<file path="src/shared/fsic_regs.vh">
// Constants of the flash security and initialization control block.
`ifndef FSIC_REGS_VH
`define FSIC_REGS_VH
`define FSIC_ADDR_W 24
`define FSIC_ADDR_KEY0 24'hFF_FE00
`define FSIC_ADDR_PPROT 24'hFF_FE0C
`define FSIC_ADDR_EPROT 24'hFF_FE0D
`define FSIC_ADDR_OPT 24'hFF_FE0E
`define FSIC_ADDR_SEC 24'hFF_FE0F
`define FSIC_ADDR_BCFG 24'hFF_FE10
`define FSIC_SEC_UNSECURED 2'h2
`define FSIC_SEC_SECURED 2'h3
`define FSIC_BACKDOOR_KEY_ENABLE_FIELD_ENABLED 2'h2
`define FSIC_SEC_LSB 0
`define FSIC_SEC_MSB 1
`define FSIC_BACKDOOR_KEY_ENABLE_FIELD_LSB 6
`define FSIC_BACKDOOR_KEY_ENABLE_FIELD_MSB 7
`define FSIC_DEF_SEC 8'hFF
`define FSIC_DEF_PROT 8'h00
`define FSIC_DEF_OPT 8'hFF
`define FSIC_DEF_BCFG 8'h00
`define FSIC_KEY_ZERO 16'h0000
`define FSIC_KEY_ONES 16'hFFFF
`define FSIC_NKEYS 4
`define FSIC_NLOADS 3'h6
`define FSIC_HOLD_LOADS 3'h2
`define FSIC_CMD_VERIFY_KEY 8'h0C
`define FSIC_CMD_ERASE_ALL 8'h08
`define FSIC_CMD_ERASE_SECTOR 8'h0A
`define FSIC_CMD_PROGRAM 8'h06
`endif

</file>
<file path="src/logic/fsic_key_cmp.v">
// One backdoor key comparator slot.
`timescale 1ns/10ps
`include "fsic_regs.vh"
module fsic_key_cmp (
	input wire [15:0] stored_key, // Key held in the configuration field.
	input wire [15:0] cand_key, // Key presented by software.
	output wire match // Key valid and equal.
);
	assign match = (stored_key == cand_key) && (stored_key != `FSIC_KEY_ZERO) && (stored_key != `FSIC_KEY_ONES);
endmodule // fsic_key_cmp

</file>
<file path="src/logic/fsic_ctrl.v">
// Flash controller low-power, security and reset initialization control.
`timescale 1ns/10ps
`include "fsic_regs.vh"
// Summary of operation
// - Controller runs normally during wait; command complete interrupt can wake the chip.
// - Stop request during a running command waits until the command finishes.
// - Security register loads from the stored security byte during reset.
// - Newly programmed security byte takes effect only after the next reset.
// - Verify-backdoor command is allowed only while the key enable field is enabled.
// - All four keys matching forces the security state field to binary 10.
// - Stored keys of all zeros or all ones never match.
// - Flash and EEPROM reads are blocked and invalid while verify-backdoor runs.
// - An illegal key rejects every later verify-backdoor until reset.
// - Verify-backdoor changes no stored security byte, keys or protection.
// - Once unsecured, the security sector may be erased and reprogrammed.
// - Secured part in special single-chip mode may be unsecured by debug mass erase.
// - Commands are accepted or rejected by operating mode and security state.
// - Reset initialization loads block parameters, both protections, option and security.
// - Any initialization error falls back to fully protected, secured defaults.
// - A double-bit fault during initialization sets both error status bits.
// - Command complete flag stays low during initialization and rises at its end.
// - CPU accesses stall during part of initialization; reads allowed afterwards.
// - Reset aborts any running command at once.
// - Command interrupt requests when complete flag and its enable are both set.
module fsic_ctrl (
	input wire clock, // System bus clock.
	input wire rst, // Synchronous reset, active high.
	input wire clk_en, // Clock enable; freezes all state when low, except that reset still acts.
	input wire stop_req, // Stop mode request from the power controller.
	input wire command_complete_irq_enable, // Command complete interrupt enable.
	input wire special_mode, // Special single-chip mode active.
	input wire bdm_active, // Background debug mode active.
	input wire cmd_launch, // Pulse: launch a command.
	input wire [7:0] cmd_code, // Command code.
	input wire [23:0] cmd_addr, // Command target address.
	input wire [63:0] cand_keys, // Four candidate keys, key 0 in the low bits.
	input wire cmd_done, // Pulse: flash array finished the running operation.
	input wire [7:0] nvm_rdata, // Configuration field read data.
	input wire nvm_rvalid, // Read data valid.
	input wire nvm_ecc_single, // Single-bit fault corrected on this read.
	input wire nvm_ecc_double, // Double-bit fault on this read.
	input wire [63:0] stored_keys, // Stored backdoor keys, key 0 in the low bits.
	output reg nvm_rd_reg, // Initialization read request.
	output reg [23:0] nvm_addr_reg, // Initialization read address.
	output reg command_complete_flag, // Command complete flag.
	output reg cmd_irq_reg, // Command interrupt request.
	output reg stop_ack_reg, // Stop may be entered.
	output reg cpu_stall_reg, // Hold off CPU accesses.
	output reg read_block_reg, // Flash and EEPROM reads return invalid data.
	output reg cmd_start_reg, // Pulse: accepted command sent to the array.
	output reg cmd_accerr_reg, // Access error of the last launch.
	output reg [1:0] memory_controller_error_bits, // Error status bits.
	output reg [7:0] security_register, // Live security register.
	output reg [7:0] pflash_protection_register, // P-Flash protection.
	output reg [7:0] eeprom_protection_register, // EEPROM protection.
	output reg [7:0] nonvolatile_option_register, // Option register.
	output reg [7:0] block_config_reg, // Block configuration parameters.
	output reg key_locked_reg // Verify-backdoor disabled until reset.
);
	localparam ST_INIT = 4'b0001;
	localparam ST_IDLE = 4'b0010;
	localparam ST_BUSY = 4'b0100;
	localparam ST_KEY = 4'b1000;

	reg [3:0] state_reg;
	reg [2:0] load_idx_reg;
	reg init_err_reg;
	wire [3:0] key_match;
	wire all_match;
	wire [1:0] security_state_field;
	wire [1:0] backdoor_key_enable_field;
	wire secured;
	wire is_verify;
	reg cmd_ok;
	reg [23:0] load_addr;

	genvar gi;
	generate
		for (gi = 0; gi < `FSIC_NKEYS; gi = gi + 1) begin : g_key
			fsic_key_cmp u_cmp (
				.stored_key(stored_keys[gi*16 +: 16]),
				.cand_key(cand_keys[gi*16 +: 16]),
				.match(key_match[gi])
			);
		end
	endgenerate

	assign all_match = &key_match;
	assign security_state_field = security_register[`FSIC_SEC_MSB:`FSIC_SEC_LSB];
	assign backdoor_key_enable_field = security_register[`FSIC_BACKDOOR_KEY_ENABLE_FIELD_MSB:`FSIC_BACKDOOR_KEY_ENABLE_FIELD_LSB];
	assign secured = (security_state_field != `FSIC_SEC_UNSECURED);
	assign is_verify = (cmd_code == `FSIC_CMD_VERIFY_KEY);

	// Load order: block parameters, two protections, option, then security last.
	always @* begin
		case (load_idx_reg)
		3'h0: load_addr = `FSIC_ADDR_BCFG;
		3'h1: load_addr = `FSIC_ADDR_PPROT;
		3'h2: load_addr = `FSIC_ADDR_EPROT;
		3'h3: load_addr = `FSIC_ADDR_OPT;
		default: load_addr = `FSIC_ADDR_SEC;
		endcase
	end

	// Command acceptance by mode and security state.
	always @* begin
		cmd_ok = 1'b1;
		if (is_verify) begin
			cmd_ok = (backdoor_key_enable_field == `FSIC_BACKDOOR_KEY_ENABLE_FIELD_ENABLED) && !key_locked_reg;
		end else if (secured) begin
			// Apart from verify-backdoor, secured parts only take a mass erase from debug in special mode.
			cmd_ok = special_mode && bdm_active && (cmd_code == `FSIC_CMD_ERASE_ALL);
		end else if ((cmd_code == `FSIC_CMD_ERASE_SECTOR) || (cmd_code == `FSIC_CMD_PROGRAM)) begin
			cmd_ok = 1'b1;
		end
	end

	always @(posedge clock) begin
		if (rst) begin
			// Any running command is dropped here and the array is left as it stands.
			state_reg <= ST_INIT;
			load_idx_reg <= 3'h0;
			init_err_reg <= 1'b0;
			nvm_rd_reg <= 1'b0;
			nvm_addr_reg <= `FSIC_ADDR_BCFG;
			command_complete_flag <= 1'b0;
			cmd_irq_reg <= 1'b0;
			stop_ack_reg <= 1'b0;
			cpu_stall_reg <= 1'b1;
			read_block_reg <= 1'b0;
			cmd_start_reg <= 1'b0;
			cmd_accerr_reg <= 1'b0;
			memory_controller_error_bits <= 2'h0;
			security_register <= `FSIC_DEF_SEC;
			pflash_protection_register <= `FSIC_DEF_PROT;
			eeprom_protection_register <= `FSIC_DEF_PROT;
			nonvolatile_option_register <= `FSIC_DEF_OPT;
			block_config_reg <= `FSIC_DEF_BCFG;
			key_locked_reg <= 1'b0;
		end else if (clk_en) begin
			cmd_start_reg <= 1'b0;
			cmd_irq_reg <= command_complete_flag && command_complete_irq_enable;
			stop_ack_reg <= stop_req && command_complete_flag;
			case (state_reg)
			ST_INIT: begin
				nvm_rd_reg <= 1'b1;
				nvm_addr_reg <= load_addr;
				if (nvm_rvalid && nvm_rd_reg) begin
					nvm_rd_reg <= 1'b0;
					if (nvm_ecc_double) begin
						memory_controller_error_bits <= 2'h3;
					end
					case (load_idx_reg)
					3'h0: block_config_reg <= nvm_rdata;
					3'h1: pflash_protection_register <= nvm_rdata;
					3'h2: eeprom_protection_register <= nvm_rdata;
					3'h3: nonvolatile_option_register <= nvm_rdata;
					default: security_register <= nvm_rdata;
					endcase
					if (load_idx_reg == `FSIC_HOLD_LOADS) begin
						cpu_stall_reg <= 1'b0;
					end
					if (nvm_ecc_double || init_err_reg) begin
						init_err_reg <= 1'b1;
					end
					if (load_idx_reg == (`FSIC_NLOADS - 3'h2)) begin
						if (nvm_ecc_double || init_err_reg) begin
							block_config_reg <= `FSIC_DEF_BCFG;
							pflash_protection_register <= `FSIC_DEF_PROT;
							eeprom_protection_register <= `FSIC_DEF_PROT;
							nonvolatile_option_register <= `FSIC_DEF_OPT;
							security_register <= `FSIC_DEF_SEC;
						end
						cpu_stall_reg <= 1'b0;
						command_complete_flag <= 1'b1;
						state_reg <= ST_IDLE;
					end else begin
						load_idx_reg <= load_idx_reg + 3'h1;
					end
				end
			end
			ST_IDLE: begin
				nvm_rd_reg <= 1'b0;
				if (cmd_launch) begin
					cmd_accerr_reg <= !cmd_ok;
					if (cmd_ok && is_verify) begin
						command_complete_flag <= 1'b0;
						read_block_reg <= 1'b1;
						state_reg <= ST_KEY;
					end else if (cmd_ok) begin
						command_complete_flag <= 1'b0;
						cmd_start_reg <= 1'b1;
						state_reg <= ST_BUSY;
					end
				end
			end
			ST_BUSY: begin
				if (cmd_done) begin
					command_complete_flag <= 1'b1;
					state_reg <= ST_IDLE;
				end
			end
			ST_KEY: begin
				// Only the live state changes; stored bytes and protection stay.
				if (all_match) begin
					security_register[`FSIC_SEC_MSB:`FSIC_SEC_LSB] <= `FSIC_SEC_UNSECURED;
				end else begin
					key_locked_reg <= 1'b1;
				end
				read_block_reg <= 1'b0;
				command_complete_flag <= 1'b1;
				state_reg <= ST_IDLE;
			end
			default: state_reg <= ST_INIT;
			endcase
		end
	end
endmodule // fsic_ctrl

</file>
<file path="config.mk">
export PLATFORM = sky130hd
export DESIGN_NAME = fsic_ctrl
export DESIGN_NICKNAME = d
export VERILOG_FILES = /design/src/logic/fsic_key_cmp.v /design/src/logic/fsic_ctrl.v
export VERILOG_INCLUDE_DIRS = /design/src /design/src/shared
export SDC_FILE = /design/constraint.sdc
export NUM_CORES = 1
export LEC_CHECK = 0
export BUFFER_PORTS_ARGS = -buffer_cell sky130_fd_sc_hd__buf_2
export CAP_MARGIN = 25
export CORE_AREA = 2 2 98 100
export DETAILED_ROUTE_END_ITERATION = 7
export DIE_AREA = 0 0 100 102
export PLACE_DENSITY = 0.82
export SLEW_MARGIN = 20
export SYNTH_ARGS = -nofsm -noshare
export SYNTH_HDL_FRONTEND = slang
export SYNTH_SLANG_ARGS = --single-unit
</file>
<file path="constraint.sdc">
create_clock -name clock -period 2.1 [get_ports clock]
set_input_delay 0.42 -clock clock [delete_from_list [all_inputs] [get_ports clock]]
set_output_delay 0.42 -clock clock [all_outputs]
set_load 0.01 [all_outputs]
</file>
; ---- Word level (Yosys, flattened, before mapping)
; Cells that the tools add are included.
[totals]
ff_bits = 82
output_inout_bits = 75
word_cells = 139
[classes]
add_sub_neg = 1
eq_ne = 27
mux = 46
n_bitwise = 2
n_reduce_logical = 43
[op_table]
columns = cell, count
row1 = 8-bit 2-to-1 mux, 15
row2 = 16-bit equality test, 4
row3 = 16-bit inequality test (second input constant), 4
row4 = 16-bit nonzero test, 4
row5 = 4-bit AND reduction, 7
row6 = 4-bit 2-to-1 mux, 6
row7 = 5-bit one-hot mux with 4 select lines, 1
row8 = 1-bit 2-to-1 mux, 17
row9 = 8-bit by 4-bit equality test with 1-bit output (second input constant), 2
row10 = 4-bit one-hot mux with 4 select lines, 1
row11 = 1-bit logical AND, 15
row12 = 2-bit inequality test (second input constant), 7
row13 = 3-bit AND reduction, 3
row14 = 2-bit nonzero test, 4
row15 = 7-bit AND reduction, 1
row16 = 3-bit by 2-bit equality test with 1-bit output (second input constant), 2
row17 = 6-bit AND reduction, 1
row18 = 4-bit by 1-bit equality test with 1-bit output (second input constant), 1
row19 = 4-bit by 2-bit equality test with 1-bit output (second input constant), 1
row20 = 4-bit by 3-bit equality test with 1-bit output (second input constant), 1
row21 = 4-bit equality test (second input constant), 1
row22 = 2-bit 2-to-1 mux, 2
row23 = 1-bit one-hot mux with 2 select lines, 2
row24 = 1-bit one-hot mux with 4 select lines, 1
row25 = 13 further kinds, 16

; ---- Depth between registers and ports, before layout
; Gate-level depths: netlist (run 1).
[logic_depth]
depth_word = 8
mapped_depth = 10
mapped_depth_nobuf = 8

; ---- Hierarchy
; From an unflattened synthesis (run 1), not the netlist that was laid out.
[hier_totals]
cells_unflattened = 463
hier_area_um2 = 3769.9
[modules_own_cells]
columns = module, n_inst, cells_per_inst, area_per_inst_um2
row1 = fsic_ctrl, 1, 335, 2808.9
row2 = fsic_key_cmp, 4, 32, 240.2

; ---- Worst setup path before layout (run 1)
; No wires, ideal clock.
[synth_timing]
path_kind = input-to-reg
start = input cand_keys[54]
end = register security_register[0]
arrival_ns = 1.714
t_required_ns = 1.977
path_slack_ns = 0.263
cell_stages = 6
path_cell_list = xor2_1 > nor4_1 > nand4_1 > or4_4 > nor3_2 > o21ai_1
[synth_via]
elab_chain_cells = 6
[synth_rtl]
columns = element, line
row1 = "start, declared", fsic_ctrl.v:36  ; input wire [63:0] cand_keys,
row2 = 16-bit equality test, fsic_key_cmp.v:9  ; assign match = (stored_key == cand_key) && (stored_key != `FSIC_KEY_ZERO) && (stored_key != `FSIC_KEY_ONES);
row3 = 1-bit logical AND (2 in a row), fsic_key_cmp.v:9
row4 = 4-bit AND reduction, fsic_ctrl.v:88  ; assign all_match = &key_match;
row5 = 2-bit inequality test (no source line), --
row6 = 4-bit AND reduction (no source line), --
row7 = "end signal, assigned", fsic_ctrl.v:134  ; security_register <= `FSIC_DEF_SEC;
row8 = "end signal, assigned", fsic_ctrl.v:158  ; default: security_register <= nvm_rdata;
row9 = "end signal, assigned", fsic_ctrl.v:172  ; security_register <= `FSIC_DEF_SEC;
row10 = "end, declared", fsic_ctrl.v:53  ; output reg [7:0] security_register,
; No other way between the ends.
; A chain may end at the register's enable or synchronous reset.

; ---- Final worst setup path (run 1)
[layout_timing]
start = register state_reg[0]
end = register pflash_protection_register[0]
[layout_via]
elab_chain_cells = 2
[layout_rtl]
columns = element, line
row1 = "start, declared", fsic_ctrl.v:65  ; reg [3:0] state_reg;
row2 = "start signal, assigned", fsic_ctrl.v:121  ; state_reg <= ST_INIT;
row3 = "start signal, assigned", fsic_ctrl.v:176  ; state_reg <= ST_IDLE;
row4 = "start signal, assigned", fsic_ctrl.v:189  ; state_reg <= ST_KEY;
row5 = 4-bit by 1-bit equality test with 1-bit output, fsic_ctrl.v:144  ; case (state_reg)
row6 = 3-bit AND reduction (no source line), --
row7 = "end signal, assigned", fsic_ctrl.v:135  ; pflash_protection_register <= `FSIC_DEF_PROT;
row8 = "end signal, assigned", fsic_ctrl.v:155  ; 3'h1: pflash_protection_register <= nvm_rdata;
row9 = "end signal, assigned", fsic_ctrl.v:169  ; pflash_protection_register <= `FSIC_DEF_PROT;
row10 = "end, declared", fsic_ctrl.v:54  ; output reg [7:0] pflash_protection_register,
; No other way between the ends.

==> flow_summary.yaml, run 1 <==
hold_path:
  hp-class: "in2reg"
  hold_path_depth: 3
  min-delay-start: "command_complete_irq_enable"
sta:
  post-route-min-period_ns: 2.01
  max_slew_margin: 0.582
  max_freq_mhz: 497
  final-hold-violation-count: 0
  timing.final.crit_share: 0.959
  finalSetupViolCount: 0
  drv_slew: 0
  worst_pin_slew_ns: 0.628
  rsz0062_at_grt: "true"
  finClkSkew_ns: 0.00795
  setup_ws_ns: 0.0863
routing:
  wl_per_cell_um: 16.7
  first_pass_iters: 4
  routed-via-count: 3995
  wl_um: 12800
  via_per_inst: 5.22
  drc: 0
  postRouteAntennaNets: 0
  drt_iter0_drc: 138
placement:
  hpwl_um: 10900
  place_area_mm2: 0.00484
  port-buffer-count: 210
  gp_congestion: 0.915
  dp.cells: 749
  place_worst_setup_slack_ns: -0.0404
setup_path:
  startpoint_type: "flop"
  crit_path_frequent_cell: "nor2_1"
  slowest_delay_ns: 0.47
  cp.required_ns: 2.32
  path_cells: "nor4b_4, nand4_1, nor2_1, nand2_1, mux2i_1, nor2_1"
  slowest_stage: "dfxtp_1"
  path_class: "reg2reg"
  crit_arrival_ns: 2.23
  crit_path_end_kind: "flop"
  cp-startpoint: "state_reg[0]"
  reg2reg_from: "state_reg[0]"
  cp_max_fo: 8
  worstRegToRegCells: 6
power:
  combPwrFrac: 0.202
  p_int_mw: 2.08
  peakVddDrop_v: 0.000263
  seq_power_share: 0.430
  swShare: 0.271
  pwr-share-clk: 0.367
  power-per-cell-area_mw_per_mm2: 562
  finalPower_mw: 2.85
  leakage_nw: 2.48
  p_sw_mw: 0.772
cells_and_area:
  nNetsFinal: 834
  syn_to_final_growth_pct: 36.0
  fin_area_mm2: 0.00506
  final_util: 0.556
  final_cell_count_no_fill: 766
  drive_above_1_share: 0.391
logic_synthesis:
  ys.flop_type: "dfxtp_1"
  synth_cell_type_count: 52
  ys_seq_area_frac: 0.333
  synthCells: 430
  syn_area_mm2: 0.00372
  async_reset_ff_frac: 0
  syn_avg_cell_area_um2: 8.66
  synth_edf_count: 0
  synth-seq-cells: 62
  ys_warn_count: 0
global_route:
  grt_max_degree: 25
  antenna_found_initial: 2
  grt_overflow: 0
  grt_first_pass_wirelength_um: 19600
  grt_pass1_vias: 4011
  track_usage: 0.248
clock_tree:
  clock_latency_ns: 0.33
  path_clk_slew_ns: 0.06
  cts_max_level: 3
  cts_tree: "yes"
  clk_path_buf_depth: 2
  cts_made_buffers: 9
  clockRootBuffer: "clkbuf_8"
  clkSinkCount: 62
  cts_setup_buffers: 0
floorplanning:
  start_util: 0.409
  io_pins: 255
  fp-row-count: 35
  core_mm2: 0.00911
  die_x_um: 100
  fp.dieArea_mm2: 0.0102
  die_y_um: 102
job:
  max-cap-violations: 0
status:
  status: "completed"
==> path summary, 6_finish.rpt <==
path                                         to  slack, ns
setup / recovery  pflash_protection_register[0]       0.09
hold / removal                      cmd_irq_reg       0.36
setup reg to reg  pflash_protection_register[0]       0.09
hold reg to reg                    init_err_reg       0.45
==> power by group through the flow <==
stage                     Sequential, mW  Combinational [mW]  Clock (mW)
after floorplan                     1.26               0.281           0
after global placement              1.25               0.560           0
after detailed placement            1.25               0.569           0
after CTS                           1.23               0.570        1.07
after global routing                1.23               0.624        1.13
final                               1.23               0.576        1.05
==> routing by layer <==
metal | global-route usage | part of all wire | up-vias
met3 | 0.0499 | 0.067 | 23
met1 | 0.271 | 0.37 | 1849
met5 | 0 | 0 | -
met2 | 0.474 | 0.54 | 187
li1 | - | - | 1936
met4 | 0.0917 | 0.021 | 0
==> synthesized netlist by cell type (4+ instances only) <==
library cell	n	area (um2)
dfxtp_1	62	1240
nand2_1	40	150
nor2_1	38	143
nand4_1	36	225
xnor2_1	33	289
xor2_1	33	289
mux2i_1	31	310
nor4_1	27	169
buf_4	23	173
a21oi_1	13	65.1
nand3_1	11	55.1
inv_1	9	33.8
nor3_1	6	30.0
ha_1	5	62.6
nand2b_1	5	31.3
clkbuf_1	4	15.0
o21ai_0	4	20.0
or4_1	4	30.0
==> final cells by class <==
cell class / count / area (um2)
diodes: 2 / 5.00
clock buffers: 12 / 155
clock inverters: 3 / 43.8
fillers: 877 / 4040
inverters: 9 / 33.8
multi-input cells: 344 / 2300
flip-flops and latches: 62 / 1240
well taps: 111 / 139
repair buffers: 223 / 1150
==> kinds of logic after synthesis <==
family / synth area share
xor+xnor: 0.155
other cells: 0.00202
flops: 0.333
mux: 0.0833
simple gates: 0.275
compound gates: 0.0618
buf+inv: 0.0722
fa+ha+maj: 0.0168
==> worst max-delay path: cells and delay by family (launching register included) <==
| kind | cells | cell delay [ns] |
|---|---|---|
| AND/OR/NAND/NOR | 5 | 1.16 |
| flip-flops | 1 | 0.47 |
| multiplexers | 1 | 0.26 |
==> repair_timing <==
action                                  in CTS  in global routing
hold buffers                                 0                  0
endpoints found under the setup margin       0                 33
gates resized for setup                      0                  5
==> placed cells by master (no fill, tap or decap), types with 12 or more instances in the layout <==
master and count:
a21oi_1 12, buf_2 210, buf_4 13, conb_1 19, dfxtp_1 62, mux2i_1 31, nand2_1 39, nand4_1 36
nor2_1 37, nor4_1 27, xnor2_1 33, xor2_1 33
==> stage by stage <==
stage	TNS [ns]	hold slack [ns]
after global routing	-1.98	0.352
after CTS	0	0.349
after global placement	-0.0303	0.430
final	0	0.361
after detailed placement	-0.0659	0.441
after floorplan	0	0.426
Power figures use the tool's default switching activity.
==> run 2, diff against run 1 <==
clock period = 2 ns   (was 2.1 ns; I/O delays follow)
==> flow_summary.yaml, run 2 (same netlist as run 1, synthesis figures left out) <==
routing:
  wl_um: 12700
  wl_per_cell_um: 16.5
  routed-via-count: 3962
  drc: 0
  first_pass_iters: 4
  drt_iter0_drc: 140
  postRouteAntennaNets: 0
  via_per_inst: 5.17
sta:
  post-route-min-period_ns: 1.89
  setup_ws_ns: 0.108
  finClkSkew_ns: 0.0111
  drv_slew: 0
  worst_pin_slew_ns: 0.534
  max_slew_margin: 0.643
  finalSetupViolCount: 0
  holdWs_ns: 0.326
  max_freq_mhz: 529
  tns_ns: 0
  timing.final.crit_share: 0.946
  final-hold-violation-count: 0
placement:
  gp_congestion: 0.975
  place_area_mm2: 0.00486
  hpwl_um: 10800
  port-buffer-count: 210
  dp.cells: 752
  place_worst_setup_slack_ns: -0.129
setup_path:
  slowest_stage: "dfxtp_2"
  path_class: "reg2reg"
  path_cells: "inv_1, ha_1, or3_1, a21oi_1, buf_4, nand2_4, o32ai_2, o21ai_1"
  startpoint_type: "flop"
  cp.required_ns: 2.20
  cp_max_fo: 7
  slowest_delay_ns: 0.37
  crit_path_end_kind: "flop"
  crit_arrival_ns: 2.10
floorplanning:
  die_x_um: 100
  die_y_um: 102
  io_pins: 255
  fp.dieArea_mm2: 0.0102
  fp-row-count: 35
  start_util: 0.409
  core_mm2: 0.00911
cells_and_area:
  mostFrequentLayoutCell: "buf_2"
  register_area_mm2: 0.00124
  fin_area_mm2: 0.00506
  final_cell_count_no_fill: 767
  final_cell_mix: "buf_2 (210), dfxtp_1 (60), nand2_1 (38)"
  fillCellCount: 867
  syn_to_final_growth_pct: 35.9
  multi_input_area_mm2: 0.00230
  diodes: 0
  nNetsFinal: 837
  drive_above_1_share: 0.398
  final_util: 0.556
power:
  power-per-cell-area_mw_per_mm2: 565
  peakVddDrop_v: 0.000314
  leakage_nw: 2.49
  finalPower_mw: 2.86
global_route:
  grt_overflow: 0
  grt_first_pass_wirelength_um: 19500
  grt_pass1_vias: 4061
  antenna_found_initial: 0
  track_usage: 0.246
  grt_max_degree: 25
clock_tree:
  clockRootBuffer: "clkbuf_8"
  cts_max_level: 3
  clkSinkCount: 62
  cts_tree: "yes"
  cts_setup_buffers: 0
  path_clk_slew_ns: 0.07
  cts_made_buffers: 9
  clock_latency_ns: 0.34
  clk_path_buf_depth: 2
status:
  status: "completed"
job:
  max-cap-violations: 0
hold_path:
  hp-class: "in2reg"
==> run 2: final timing paths <==
check	cells past startpoint	to	slack, ns	start
max	8	security_register[0]	0.11	load_idx_reg[1]
min	3	stop_ack_reg	0.33	stop_req
max reg2reg	8	security_register[0]	0.11	load_idx_reg[1]
min reg2reg	2	init_err_reg	0.45	init_err_reg
==> run 2: power breakdown <==
| group | internal, mW | leakage [nW] | total, mW | switching (mW) |
|---|---|---|---|---|
| clock | 0.503 | 0.0910 | 0.963 | 0.460 |
| combinational | 0.284 | 1.89 | 0.608 | 0.324 |
| sequential | 1.26 | 0.503 | 1.29 | 0.0251 |
| total | 2.05 | 2.49 | 2.86 | 0.809 |
==> run 2: metal layers <==
| metal | global-route usage | part of all wire |
|---|---|---|
| met5 | 0 | 0 |
| met2 | 0.471 | 0.54 |
| met4 | 0.103 | 0.030 |
| met3 | 0.0513 | 0.057 |
| met1 | 0.261 | 0.38 |
==> run 2: critical path, delay by kind of cell, from the launching register on <==
kind            cells  cell delay (ns)
compound gates      3             0.48
simple gates        2             0.47
flops               1             0.37
buf+inv             2             0.24
fa+ha+maj           1             0.22
==> run 2: cell type report <==
cell class                 instances  area share
multi-input combinational        344       0.454
sequential                        62       0.246
timing repair buffer             226       0.231
clock buffer                      11      0.0299
tap                              111      0.0274
inverter                           9     0.00667
clock inverter                     4     0.00445
==> run 2: what timing repair did <==
action	4_1_cts	5_1_grt
gates resized for setup	0	8
hold buffers	0	0
setup endpoints to repair	0	36
